**config.mk**
```make
export PLATFORM = sky130hd
export DESIGN_NAME = mucp_top
export DESIGN_NICKNAME = d
export VERILOG_FILES = /design/src/core/mucp_pkg.sv /design/src/core/mucp_top.sv /design/src/core/mucp_frame.sv
export SDC_FILE = /design/constraint.sdc
export NUM_CORES = 1
export LEC_CHECK = 0
export CAP_MARGIN = 20
export CORE_MARGIN = 5
export CORE_UTILIZATION = 63
export DETAILED_ROUTE_END_ITERATION = 8
export DONT_BUFFER_PORTS = 1
export GPL_TIMING_DRIVEN = 0
export PLACE_DENSITY = 0.79
export SETUP_SLACK_MARGIN = 0.15
export SYNTH_ARGS = -nofsm -noshare
export SYNTH_HDL_FRONTEND = slang
export SYNTH_SLANG_ARGS = --single-unit
```
**constraint.sdc**
```tcl
create_clock -name clk -period 2.3 [get_ports clk]
set_input_delay 0.46 -clock clk [delete_from_list [all_inputs] [get_ports clk]]
set_output_delay 0.46 -clock clk [all_outputs]
set_load 0.02 [all_outputs]
```
**src/core/mucp_pkg.sv**
```systemverilog
// mucp_pkg: shared constants of the mdio user command port
// assumes a 40 MHz system clock and a clause 22 management link
package mucp_pkg;

   // register map, byte addresses on a 32-bit avalon-mm slave
   localparam int         AW        = 8;
   localparam logic [7:0] OFS_CMD   = 8'h00;
   localparam logic [7:0] OFS_SEL   = 8'h04;
   localparam logic [7:0] OFS_CTL   = 8'h08;
   localparam logic [7:0] OFS_STAT  = 8'h0C;
   localparam logic [7:0] OFS_MASK  = 8'h10;
   localparam logic [7:0] OFS_LINK  = 8'h14;

   // field positions
   localparam int CMD_GO_BIT    = 31;
   localparam int CMD_WR_BIT    = 30;
   localparam int CMD_ACK_BIT   = 29;
   localparam int CMD_REG_LSB   = 21;
   localparam int CMD_PHY_LSB   = 16;
   localparam int SEL_IRQEN_BIT = 6;
   localparam int SEL_MON_LSB   = 0;
   localparam int CTL_EN_BIT    = 0;
   localparam int ST_CMD_BIT    = 0;
   localparam int ST_LINK_BIT   = 1;

   // every register and all control state comes up zero
   localparam logic [31:0] REG_RST = 32'h0000_0000;

   // link polling target inside the monitored phy
   localparam logic [4:0] PHY_STAT_REG  = 5'h01;
   localparam int         PHY_LINK_BIT  = 2;

   // management clock timing
   localparam int CLK_PERIOD_NS = 25;
   localparam int MDC_PERIOD_NS = 200;
   localparam int MDC_HALF_CYC  = (MDC_PERIOD_NS / 2 + CLK_PERIOD_NS - 1) / CLK_PERIOD_NS;
   localparam int PH_W          = 8;

   // frame layout, 64 bits sent msb first
   localparam logic [31:0] FR_PREAMBLE = 32'hFFFF_FFFF;
   localparam logic [1:0]  FR_START    = 2'h1;
   localparam logic [1:0]  FR_OP_READ  = 2'h2;
   localparam logic [1:0]  FR_OP_WRITE = 2'h1;
   localparam logic [1:0]  FR_TA_DRIVE = 2'h2;
   localparam logic [5:0]  FR_TA_FIRST = 6'h2E;
   localparam logic [5:0]  FR_TA_LAST  = 6'h2F;
   localparam logic [5:0]  FR_DATA_1ST = 6'h30;
   localparam logic [5:0]  FR_LAST     = 6'h3F;

endpackage

```
**src/core/mucp_top.sv**
```systemverilog
// mucp_top: user command channel and link monitor of an mdio controller
// assumes an avalon-mm master with waitrequest and one external phy bus
`timescale 1ns/1ps

// Operation
// - writing 1 to launch schedules one access, run when the engine is free
// - writing 0 to launch is ignored and cancels nothing
// - launch is only accepted while the state machine is enabled
// - launch clears itself when the access has completed
// - while launch is 1, writes to the command register are discarded
// - direction bit 1 means register write, 0 means register read
// - after a read, acknowledge shows whether the phy acknowledged
// - register index field selects the phy register
// - port index field selects the phy address
// - data field is sent on writes and loaded with read data
// - link source select reads 0; only state machine link status exists
// - link change interrupts raised only while link change enable is 1
// - link status is polled from the phy named in the monitor field
// - completion raises a command done event, gated onto irq by its mask
module mucp_top
  #(parameter int MDC_HALF = mucp_pkg::MDC_HALF_CYC)
  (
   input  wire logic                   clk,         // 40 MHz system clock
   input  wire logic                   rst_b,       // async reset, active low
   input  wire logic [mucp_pkg::AW-1:0] address,    // byte address
   input  wire logic                   read,        // avalon read
   input  wire logic                   write,       // avalon write
   input  wire logic [31:0]            writedata,   // avalon write data
   input  wire logic [3:0]             byteenable,  // avalon byte lanes
   output logic [31:0]                 readdata,    // avalon read data
   output logic                        waitrequest, // avalon stall
   output logic                        irq,         // level interrupt
   output logic                        mdc,         // management clock
   input  wire logic                   mdioIn,      // data pin input
   output logic                        mdioOut,     // data pin output
   output logic                        mdioOe       // data pin enable
  );
   import mucp_pkg::*;

   typedef struct packed {
      logic        go;
      logic        wr;
      logic        ack;
      logic [4:0]  regIdx;
      logic [4:0]  phyIdx;
      logic [15:0] data;
      logic        linkIrqEn;
      logic [4:0]  monPhy;
      logic        enable;
      logic [1:0]  status;
      logic [1:0]  mask;
      logic        linkUp;
      logic        engBusy;
      logic        engUser;
      logic        start;
      logic        meta;
      logic        sync;
      logic [31:0] rdata;
      logic        wreq;
      logic        irq;
   } mucp_top_st_t;

   mucp_top_st_t q;
   mucp_top_st_t d;

   logic        wrAcc;
   logic        cmdWr;
   logic [31:0] cmdRd;
   logic [31:0] selRd;
   logic [31:0] cmdNew;
   logic [31:0] selNew;
   logic [31:0] ctlNew;
   logic [31:0] maskNew;
   logic        fWr;
   logic [4:0]  fPhy;
   logic [4:0]  fReg;
   logic        fDone;
   logic        fAck;
   logic [15:0] fRd;
   logic        fMdc;
   logic        fOut;
   logic        fOe;

   function automatic logic [31:0] mucp_merge(input logic [31:0] old,
                                              input logic [31:0] nw,
                                              input logic [3:0]  be);
      logic [31:0] r;
      r = old;
      for (int i = 0; i < 4; i++)
         if (be[i])
            r[i*8 +: 8] = nw[i*8 +: 8];
      return r;
   endfunction

   // a write takes effect at the edge where waitrequest is seen low
   assign wrAcc = write && !q.wreq;
   assign cmdWr = wrAcc && (address == OFS_CMD);

   assign cmdRd = {q.go, q.wr, q.ack, 3'h0, q.regIdx, q.phyIdx, q.data};
   // link source select is not stored, always reads 0
   assign selRd = {24'h00_0000, 1'b0, q.linkIrqEn, 1'b0, q.monPhy};

   assign cmdNew  = mucp_merge(cmdRd, writedata, byteenable);
   assign selNew  = mucp_merge(selRd, writedata, byteenable);
   assign ctlNew  = mucp_merge({31'h0000_0000, q.enable}, writedata, byteenable);
   assign maskNew = mucp_merge({30'h0000_0000, q.mask}, writedata, byteenable);

   // user fields while the command owns the engine, else the link poll
   assign fWr  = q.engUser ? q.wr : 1'b0;
   assign fPhy = q.engUser ? q.phyIdx : q.monPhy;
   assign fReg = q.engUser ? q.regIdx : PHY_STAT_REG;

   always_comb
   begin
      d       = q;
      d.start = 1'b0;
      d.meta  = mdioIn;
      d.sync  = q.meta;
      d.wreq  = 1'b1;

      // one wait cycle: read data is captured at the same edge where waitrequest drops
      if ((read || write) && q.wreq)
      begin
         d.wreq = 1'b0;
         case (address)
            OFS_CMD:  d.rdata = cmdRd;
            OFS_SEL:  d.rdata = selRd;
            OFS_CTL:  d.rdata = {30'h0000_0000, q.engBusy, q.enable};
            OFS_STAT: d.rdata = {30'h0000_0000, q.status};
            OFS_MASK: d.rdata = {30'h0000_0000, q.mask};
            OFS_LINK: d.rdata = {31'h0000_0000, q.linkUp};
            default:  d.rdata = REG_RST;
         endcase
      end

      // clear only what the read returned, so an event after capture survives
      if (read && !q.wreq && (address == OFS_STAT))
         d.status = q.status & ~q.rdata[1:0];

      if (cmdWr && !q.go)
      begin
         d.wr     = cmdNew[CMD_WR_BIT];
         d.ack    = cmdNew[CMD_ACK_BIT];
         d.regIdx = cmdNew[CMD_REG_LSB +: 5];
         d.phyIdx = cmdNew[CMD_PHY_LSB +: 5];
         d.data   = cmdNew[15:0];
         // a 0 never clears a launch; disabled engine refuses a 1
         if (cmdNew[CMD_GO_BIT] && q.enable)
            d.go = 1'b1;
      end
      // reserved bits are simply not stored
      if (wrAcc && (address == OFS_SEL))
      begin
         d.linkIrqEn = selNew[SEL_IRQEN_BIT];
         d.monPhy    = selNew[SEL_MON_LSB +: 5];
      end
      if (wrAcc && (address == OFS_CTL))
         d.enable = ctlNew[CTL_EN_BIT];
      if (wrAcc && (address == OFS_MASK))
         d.mask = maskNew[1:0];

      if (q.engBusy)
      begin
         if (fDone)
         begin
            d.engBusy = 1'b0;
            if (q.engUser)
            begin
               d.go = 1'b0;
               if (!q.wr)
               begin
                  d.data = fRd;
                  d.ack  = fAck;
               end
               d.status[ST_CMD_BIT] = 1'b1;
            end
            else if (fAck && (fRd[PHY_LINK_BIT] != q.linkUp))
            begin
               d.linkUp = fRd[PHY_LINK_BIT];
               if (q.linkIrqEn)
                  d.status[ST_LINK_BIT] = 1'b1;
            end
         end
      end
      else if (q.enable)
      begin
         // a pending command wins; otherwise keep polling the link
         d.start   = 1'b1;
         d.engBusy = 1'b1;
         d.engUser = q.go;
      end

      d.irq = |(q.status & q.mask);
   end

   always_ff @(posedge clk or negedge rst_b)
   begin
      if (!rst_b)
         q <= '0;
      else
         q <= d;
   end

   mucp_frame #(.HALF(MDC_HALF)) u_frame (
      .clk      (clk),
      .rst_b    (rst_b),
      .start    (q.start),
      .isWrite  (fWr),
      .phyIdx   (fPhy),
      .regIdx   (fReg),
      .wrData   (q.data),
      .mdioSync (q.sync),
      .done     (fDone),
      .ackSeen  (fAck),
      .rdData   (fRd),
      .mdc      (fMdc),
      .mdioOut  (fOut),
      .mdioOe   (fOe)
   );

   assign readdata    = q.rdata;
   assign waitrequest = q.wreq;
   assign irq         = q.irq;
   assign mdc         = fMdc;
   assign mdioOut     = fOut;
   assign mdioOe      = fOe;
endmodule

```
**src/core/mucp_frame.sv**
```systemverilog
// mucp_frame: serialiser for one clause 22 read or write frame
// assumes mdioSync is already synchronised to clk; mdc comes from a divider
`timescale 1ns/1ps
module mucp_frame
  #(parameter int HALF = mucp_pkg::MDC_HALF_CYC)
  (
   input  wire logic        clk,      // system clock
   input  wire logic        rst_b,    // async reset, active low
   input  wire logic        start,    // one-cycle launch
   input  wire logic        isWrite,  // 1 write, 0 read
   input  wire logic [4:0]  phyIdx,   // target phy address
   input  wire logic [4:0]  regIdx,   // target register
   input  wire logic [15:0] wrData,   // data for a write
   input  wire logic        mdioSync, // synchronised data pin
   output logic             done,     // one-cycle end of frame
   output logic             ackSeen,  // phy drove turnaround low
   output logic [15:0]      rdData,   // data shifted in
   output logic             mdc,      // management clock
   output logic             mdioOut,  // data pin value
   output logic             mdioOe    // data pin driven
  );
   import mucp_pkg::*;

   localparam logic [PH_W-1:0] PH_HI  = PH_W'(HALF);
   localparam logic [PH_W-1:0] PH_END = PH_W'(2 * HALF - 1);

   typedef enum logic [0:0] {
      FR_IDLE = 1'b0,
      FR_RUN  = 1'b1
   } mucp_fr_state_t;

   typedef struct packed {
      mucp_fr_state_t  state;
      logic [5:0]      bitCnt;
      logic [PH_W-1:0] ph;
      logic [63:0]     sh;
      logic            isWr;
      logic [15:0]     rd;
      logic            ack;
      logic            done;
      logic            mdc;
      logic            out;
      logic            oe;
   } mucp_fr_st_t;

   mucp_fr_st_t q;
   mucp_fr_st_t d;

   always_comb
   begin
      d      = q;
      d.done = 1'b0;
      case (q.state)
         FR_IDLE:
         begin
            d.mdc = 1'b0;
            d.oe  = 1'b0;
            if (start)
            begin
               d.state  = FR_RUN;
               d.bitCnt = 6'h00;
               d.ph     = '0;
               d.isWr   = isWrite;
               d.ack    = 1'b0;
               // preamble, start, opcode, addresses, turnaround, data
               d.sh     = {FR_PREAMBLE, FR_START, isWrite ? FR_OP_WRITE : FR_OP_READ,
                           phyIdx, regIdx, FR_TA_DRIVE, wrData};
            end
         end
         FR_RUN:
         begin
            d.ph = q.ph + 1'b1;
            if (q.ph == '0)
            begin
               // new bit launched on the falling edge of mdc
               d.mdc = 1'b0;
               d.out = q.sh[63];
               // on reads the phy owns turnaround and data
               d.oe  = q.isWr || (q.bitCnt < FR_TA_FIRST);
            end
            if (q.ph == PH_HI)
               d.mdc = 1'b1;
            if (q.ph == PH_END)
            begin
               // late in the high phase, so the sync delay still lands inside it
               d.ph = '0;
               d.sh = {q.sh[62:0], 1'b0};
               if (q.bitCnt == FR_TA_LAST)
                  d.ack = !mdioSync;
               if (q.bitCnt >= FR_DATA_1ST)
                  d.rd = {q.rd[14:0], mdioSync};
               if (q.bitCnt == FR_LAST)
               begin
                  d.state = FR_IDLE;
                  d.done  = 1'b1;
               end
               else
                  d.bitCnt = q.bitCnt + 1'b1;
            end
         end
         default:
            d.state = FR_IDLE;
      endcase
   end

   always_ff @(posedge clk or negedge rst_b)
   begin
      if (!rst_b)
         q <= '0;
      else
         q <= d;
   end

   assign done    = q.done;
   assign ackSeen = q.ack;
   assign rdData  = q.rd;
   assign mdc     = q.mdc;
   assign mdioOut = q.out;
   assign mdioOe  = q.oe;

endmodule

```
==> results.yml <==
place:
  dp_hpwl_um: 12040
  portBuffers: 0
  place.gp.congestion: 0.8783
  placed_area_sq_mm: 0.008135
grt:
  grt_pass1_vias: 5738
  grt_usage: 0.2535
  grt_max_degree: 179
  antenna_found_initial: 0
  grt_first_pass_wirelength_um: 29120
  globalRoute.totalOverflow: 0
routing:
  drc: 0
  routedWlPerCell_um: 18.92
  vias_per_cell: 6.044
  routed_wirelength_um: 17730
  dr.first_iter.drc_count: 485
  vias: 5663
  first_pass_iters: 5
  postRouteAntennaNets: 0
final_layout:
  diodes: 0
  register_area_sq_mm: 0.004457
  n_fill_cell: 875
  drive_gt1_frac: 0.1922
  areaGrowthSynthToFinish_pct: 11.88
  final_nets: 805
  final_area_sq_mm: 0.008852
  utilization: 0.7101
  multi_input_area_sq_mm: 0.003050
logic_synthesis:
  synthTopCellsByCount: "dfrtp_1, nand2_1, o21ai_0"
  syn-cell-area_sq_mm: 0.007913
  ys.flop_type: "dfrtp_1"
  synth-edff-count: 0
  synth_seq_cells: 178
  synth_top_area_cell: "dfrtp_1"
  synth_area_leaders: "dfrtp_1, nand2_1, mux2_2"
  ys_types: 67
  ys_seq_area_frac: 0.5629
  yosys_warnings: 0
  synth_area_per_cell_sq_um: 10.97
  ys_async_sr_fraction: 1.000
  synth_cells: 721
  synth_top_area_share: 0.5629
  synth_most_common_cell: "dfrtp_1"
timing:
  clock.fmax_mhz: 465.0
  rsz0062_at_grt: "true"
  drv_slew: 0
  min_period_ns: 2.151
  setup_viol: 0
  hold_viol: 178
  fin_crit_sh: 0.9350
  hold_slack_ns: -0.2841
  worst_slew_margin_rel: 0.4185
  skew_ns: 0.005226
  tightest_slew_ns: 0.8643
hold_path:
  hp-class: "in -> async"
setup_path:
  crit_type: "reg -> reg"
  worstPathArrival_ns: 2.47
  r2r-start: "u_frame.q[90]$_DFFE_PN0P_"
  required_ns: 2.62
  startpoint: "u_frame.q[90]$_DFFE_PN0P_"
  cp_max_fo: 6
  crit_path_end_kind: "register"
  startpoint_type: "register"
run_status:
  run_status: "finished with violations"
  violations: "hold timing"
clocking:
  worstSkewPairLatency_ns: 0.43
  cts.clk_slew.worst_paths_ns: 0.06
  cts_max_level: 4
  cts_buffers: 17
  cts_tree: "yes"
  cts-root-buf: "clkbuf_16"
  cts_sinks: 178
  cts_buffer_depth: 2
floorplan:
  core-area_sq_mm: 0.01247
  die_y_um: 122.1
  dieArea_sq_mm: 0.01490
  fp-row-count: 41
  die_width_um: 122.1
  boundaryPins: 86
  initial_core_util: 0.6347
flow_run:
  maxCapViolCount: 0
pwr:
  pwr_density_cell_mw_per_mm2: 809.6
  ir_drop_mv: 0.5249
  leakage_nw: 4.476
-- layout by cell type, fill, tap and decap left out, types with 3 or more instances in the layout --
| cell | n |
|---|---|
| a31oi_1 | 4 |
| nand3_1 | 12 |
| and2_1 | 5 |
| o31ai_1 | 3 |
| a221o_1 | 8 |
| o21ai_0 | 44 |
| mux2_2 | 30 |
| clkbuf_16 | 18 |
| a22o_1 | 25 |
| nand2b_1 | 3 |
| buf_2 | 13 |
| nand4b_1 | 3 |
| nand4_1 | 5 |
| ha_1 | 3 |
| a21oi_1 | 16 |
| mux2i_1 | 22 |
| dfrtp_1 | 176 |
| nor4_1 | 3 |
| nor2b_1 | 5 |
| a22oi_1 | 23 |
| a21o_1 | 5 |
| mux2_4 | 10 |
| inv_1 | 4 |
| conb_1 | 3 |
| buf_4 | 42 |
| nor2_1 | 26 |
| nand2_1 | 152 |
| a32oi_1 | 4 |
| clkbuf_1 | 30 |
-- critical path, cell delays in order (launching register included) --
cell and delay (ns):
dfrtp_2 0.44, or3_4 0.42, nor4_4 0.35, nand4_4 0.28, clkbuf_16 0.25, mux2_4 0.29
-- cell families after synthesis --
group                      after synthesis  synth area share
other                                    1         0.0004739
xor gates and xnor gates                 3          0.003321
AOI/OAI and AO/OA                      149            0.1317
adders and majority gates                3          0.004744
muxes                                   62           0.08950
buffers and inverters                   79           0.05661
and+or+nand+nor                        246            0.1507
DFF                                    178            0.5629
-- per-layer routing --
metal | global-route usage | part of all wire | vias to the layer above
met4 | 0.1036 | 0.025 | 0
met3 | 0.07939 | 0.055 | 42
met1 | 0.3184 | 0.41 | 2889
met2 | 0.4109 | 0.51 | 159
li1 | - | - | 2573
met5 | 0 | 0 | -
-- stage by stage --
stage / hold slack, ns / worst slack (ns) / power, W / std cells / TNS [ns]
floorplan: 0.1644 / 0.3782 / 0.004174 / 723 / 0
global placement: 0.1698 / -0.07922 / 0.004304 / 895 / -0.6131
detailed placement: 0.1690 / -0.1344 / 0.004363 / 895 / -0.9486
CTS: -0.2904 / 0.1815 / 0.007184 / 926 / 0
global route: -0.3081 / 0.09105 / 0.007469 / 937 / 0
finish: -0.2841 / 0.1494 / 0.007167 / 937 / 0
-- sequential cells by signal, indices dropped and copies added, names as in the netlist --
register         count
cmdRd               29
d                    1
irq                  1
q                   16
readdata            29
u_frame.ackSeen      1
u_frame.done         1
u_frame.mdc          1
u_frame.mdioOe       1
u_frame.mdioOut      1
u_frame.q           80
u_frame.rdData      16
waitrequest          1
-- layout make-up --
| cell class | count | area share |
|---|---|---|
| clock inverters | 8 | 0.01159 |
| plain buffers | 75 | 0.05018 |
| well taps | 172 | 0.02431 |
| multi-input cells | 466 | 0.3446 |
| flip-flops and latches | 178 | 0.5035 |
| repair buffers | 11 | 0.01131 |
| clock buffers | 23 | 0.05286 |
| inverters | 4 | 0.001696 |
-- what timing repair did --
item,4_1_cts,5_1_grt
endpoints found under the setup margin,11,43
cloned,0,1
buffers inserted,0,10
pin swaps,1,4
endpoints found under the hold margin,178,178
resized for setup,1,12
-- worst paths after layout --
kind                                                        to  slack, ns  cells past startpoint
worst max-delay path             u_frame.rdData[8]$_DFFE_PN0P_       0.15                      5
worst min-delay path                 u_frame.q[88]$_DFFE_PN0P_      -0.28                      0
worst max register to register   u_frame.rdData[8]$_DFFE_PN0P_       0.15                      5
worst min register to register                 q[34]$_DFF_PN0_       0.36                      0
max in group asynchronous       u_frame.rdData[12]$_DFFE_PN0P_       2.28                      0
min in group clk                               d[34]$_DFF_PN0_       0.05                      0
-- power breakdown --
part	leakage (nW)	switching [W]	internal, W
clock	0.274	0.00117	0.00165
combinational	1.82	0.000398	0.000296
sequential	2.38	0.000206	0.00344
No activity file was read; power rests on OpenSTA's default activity.
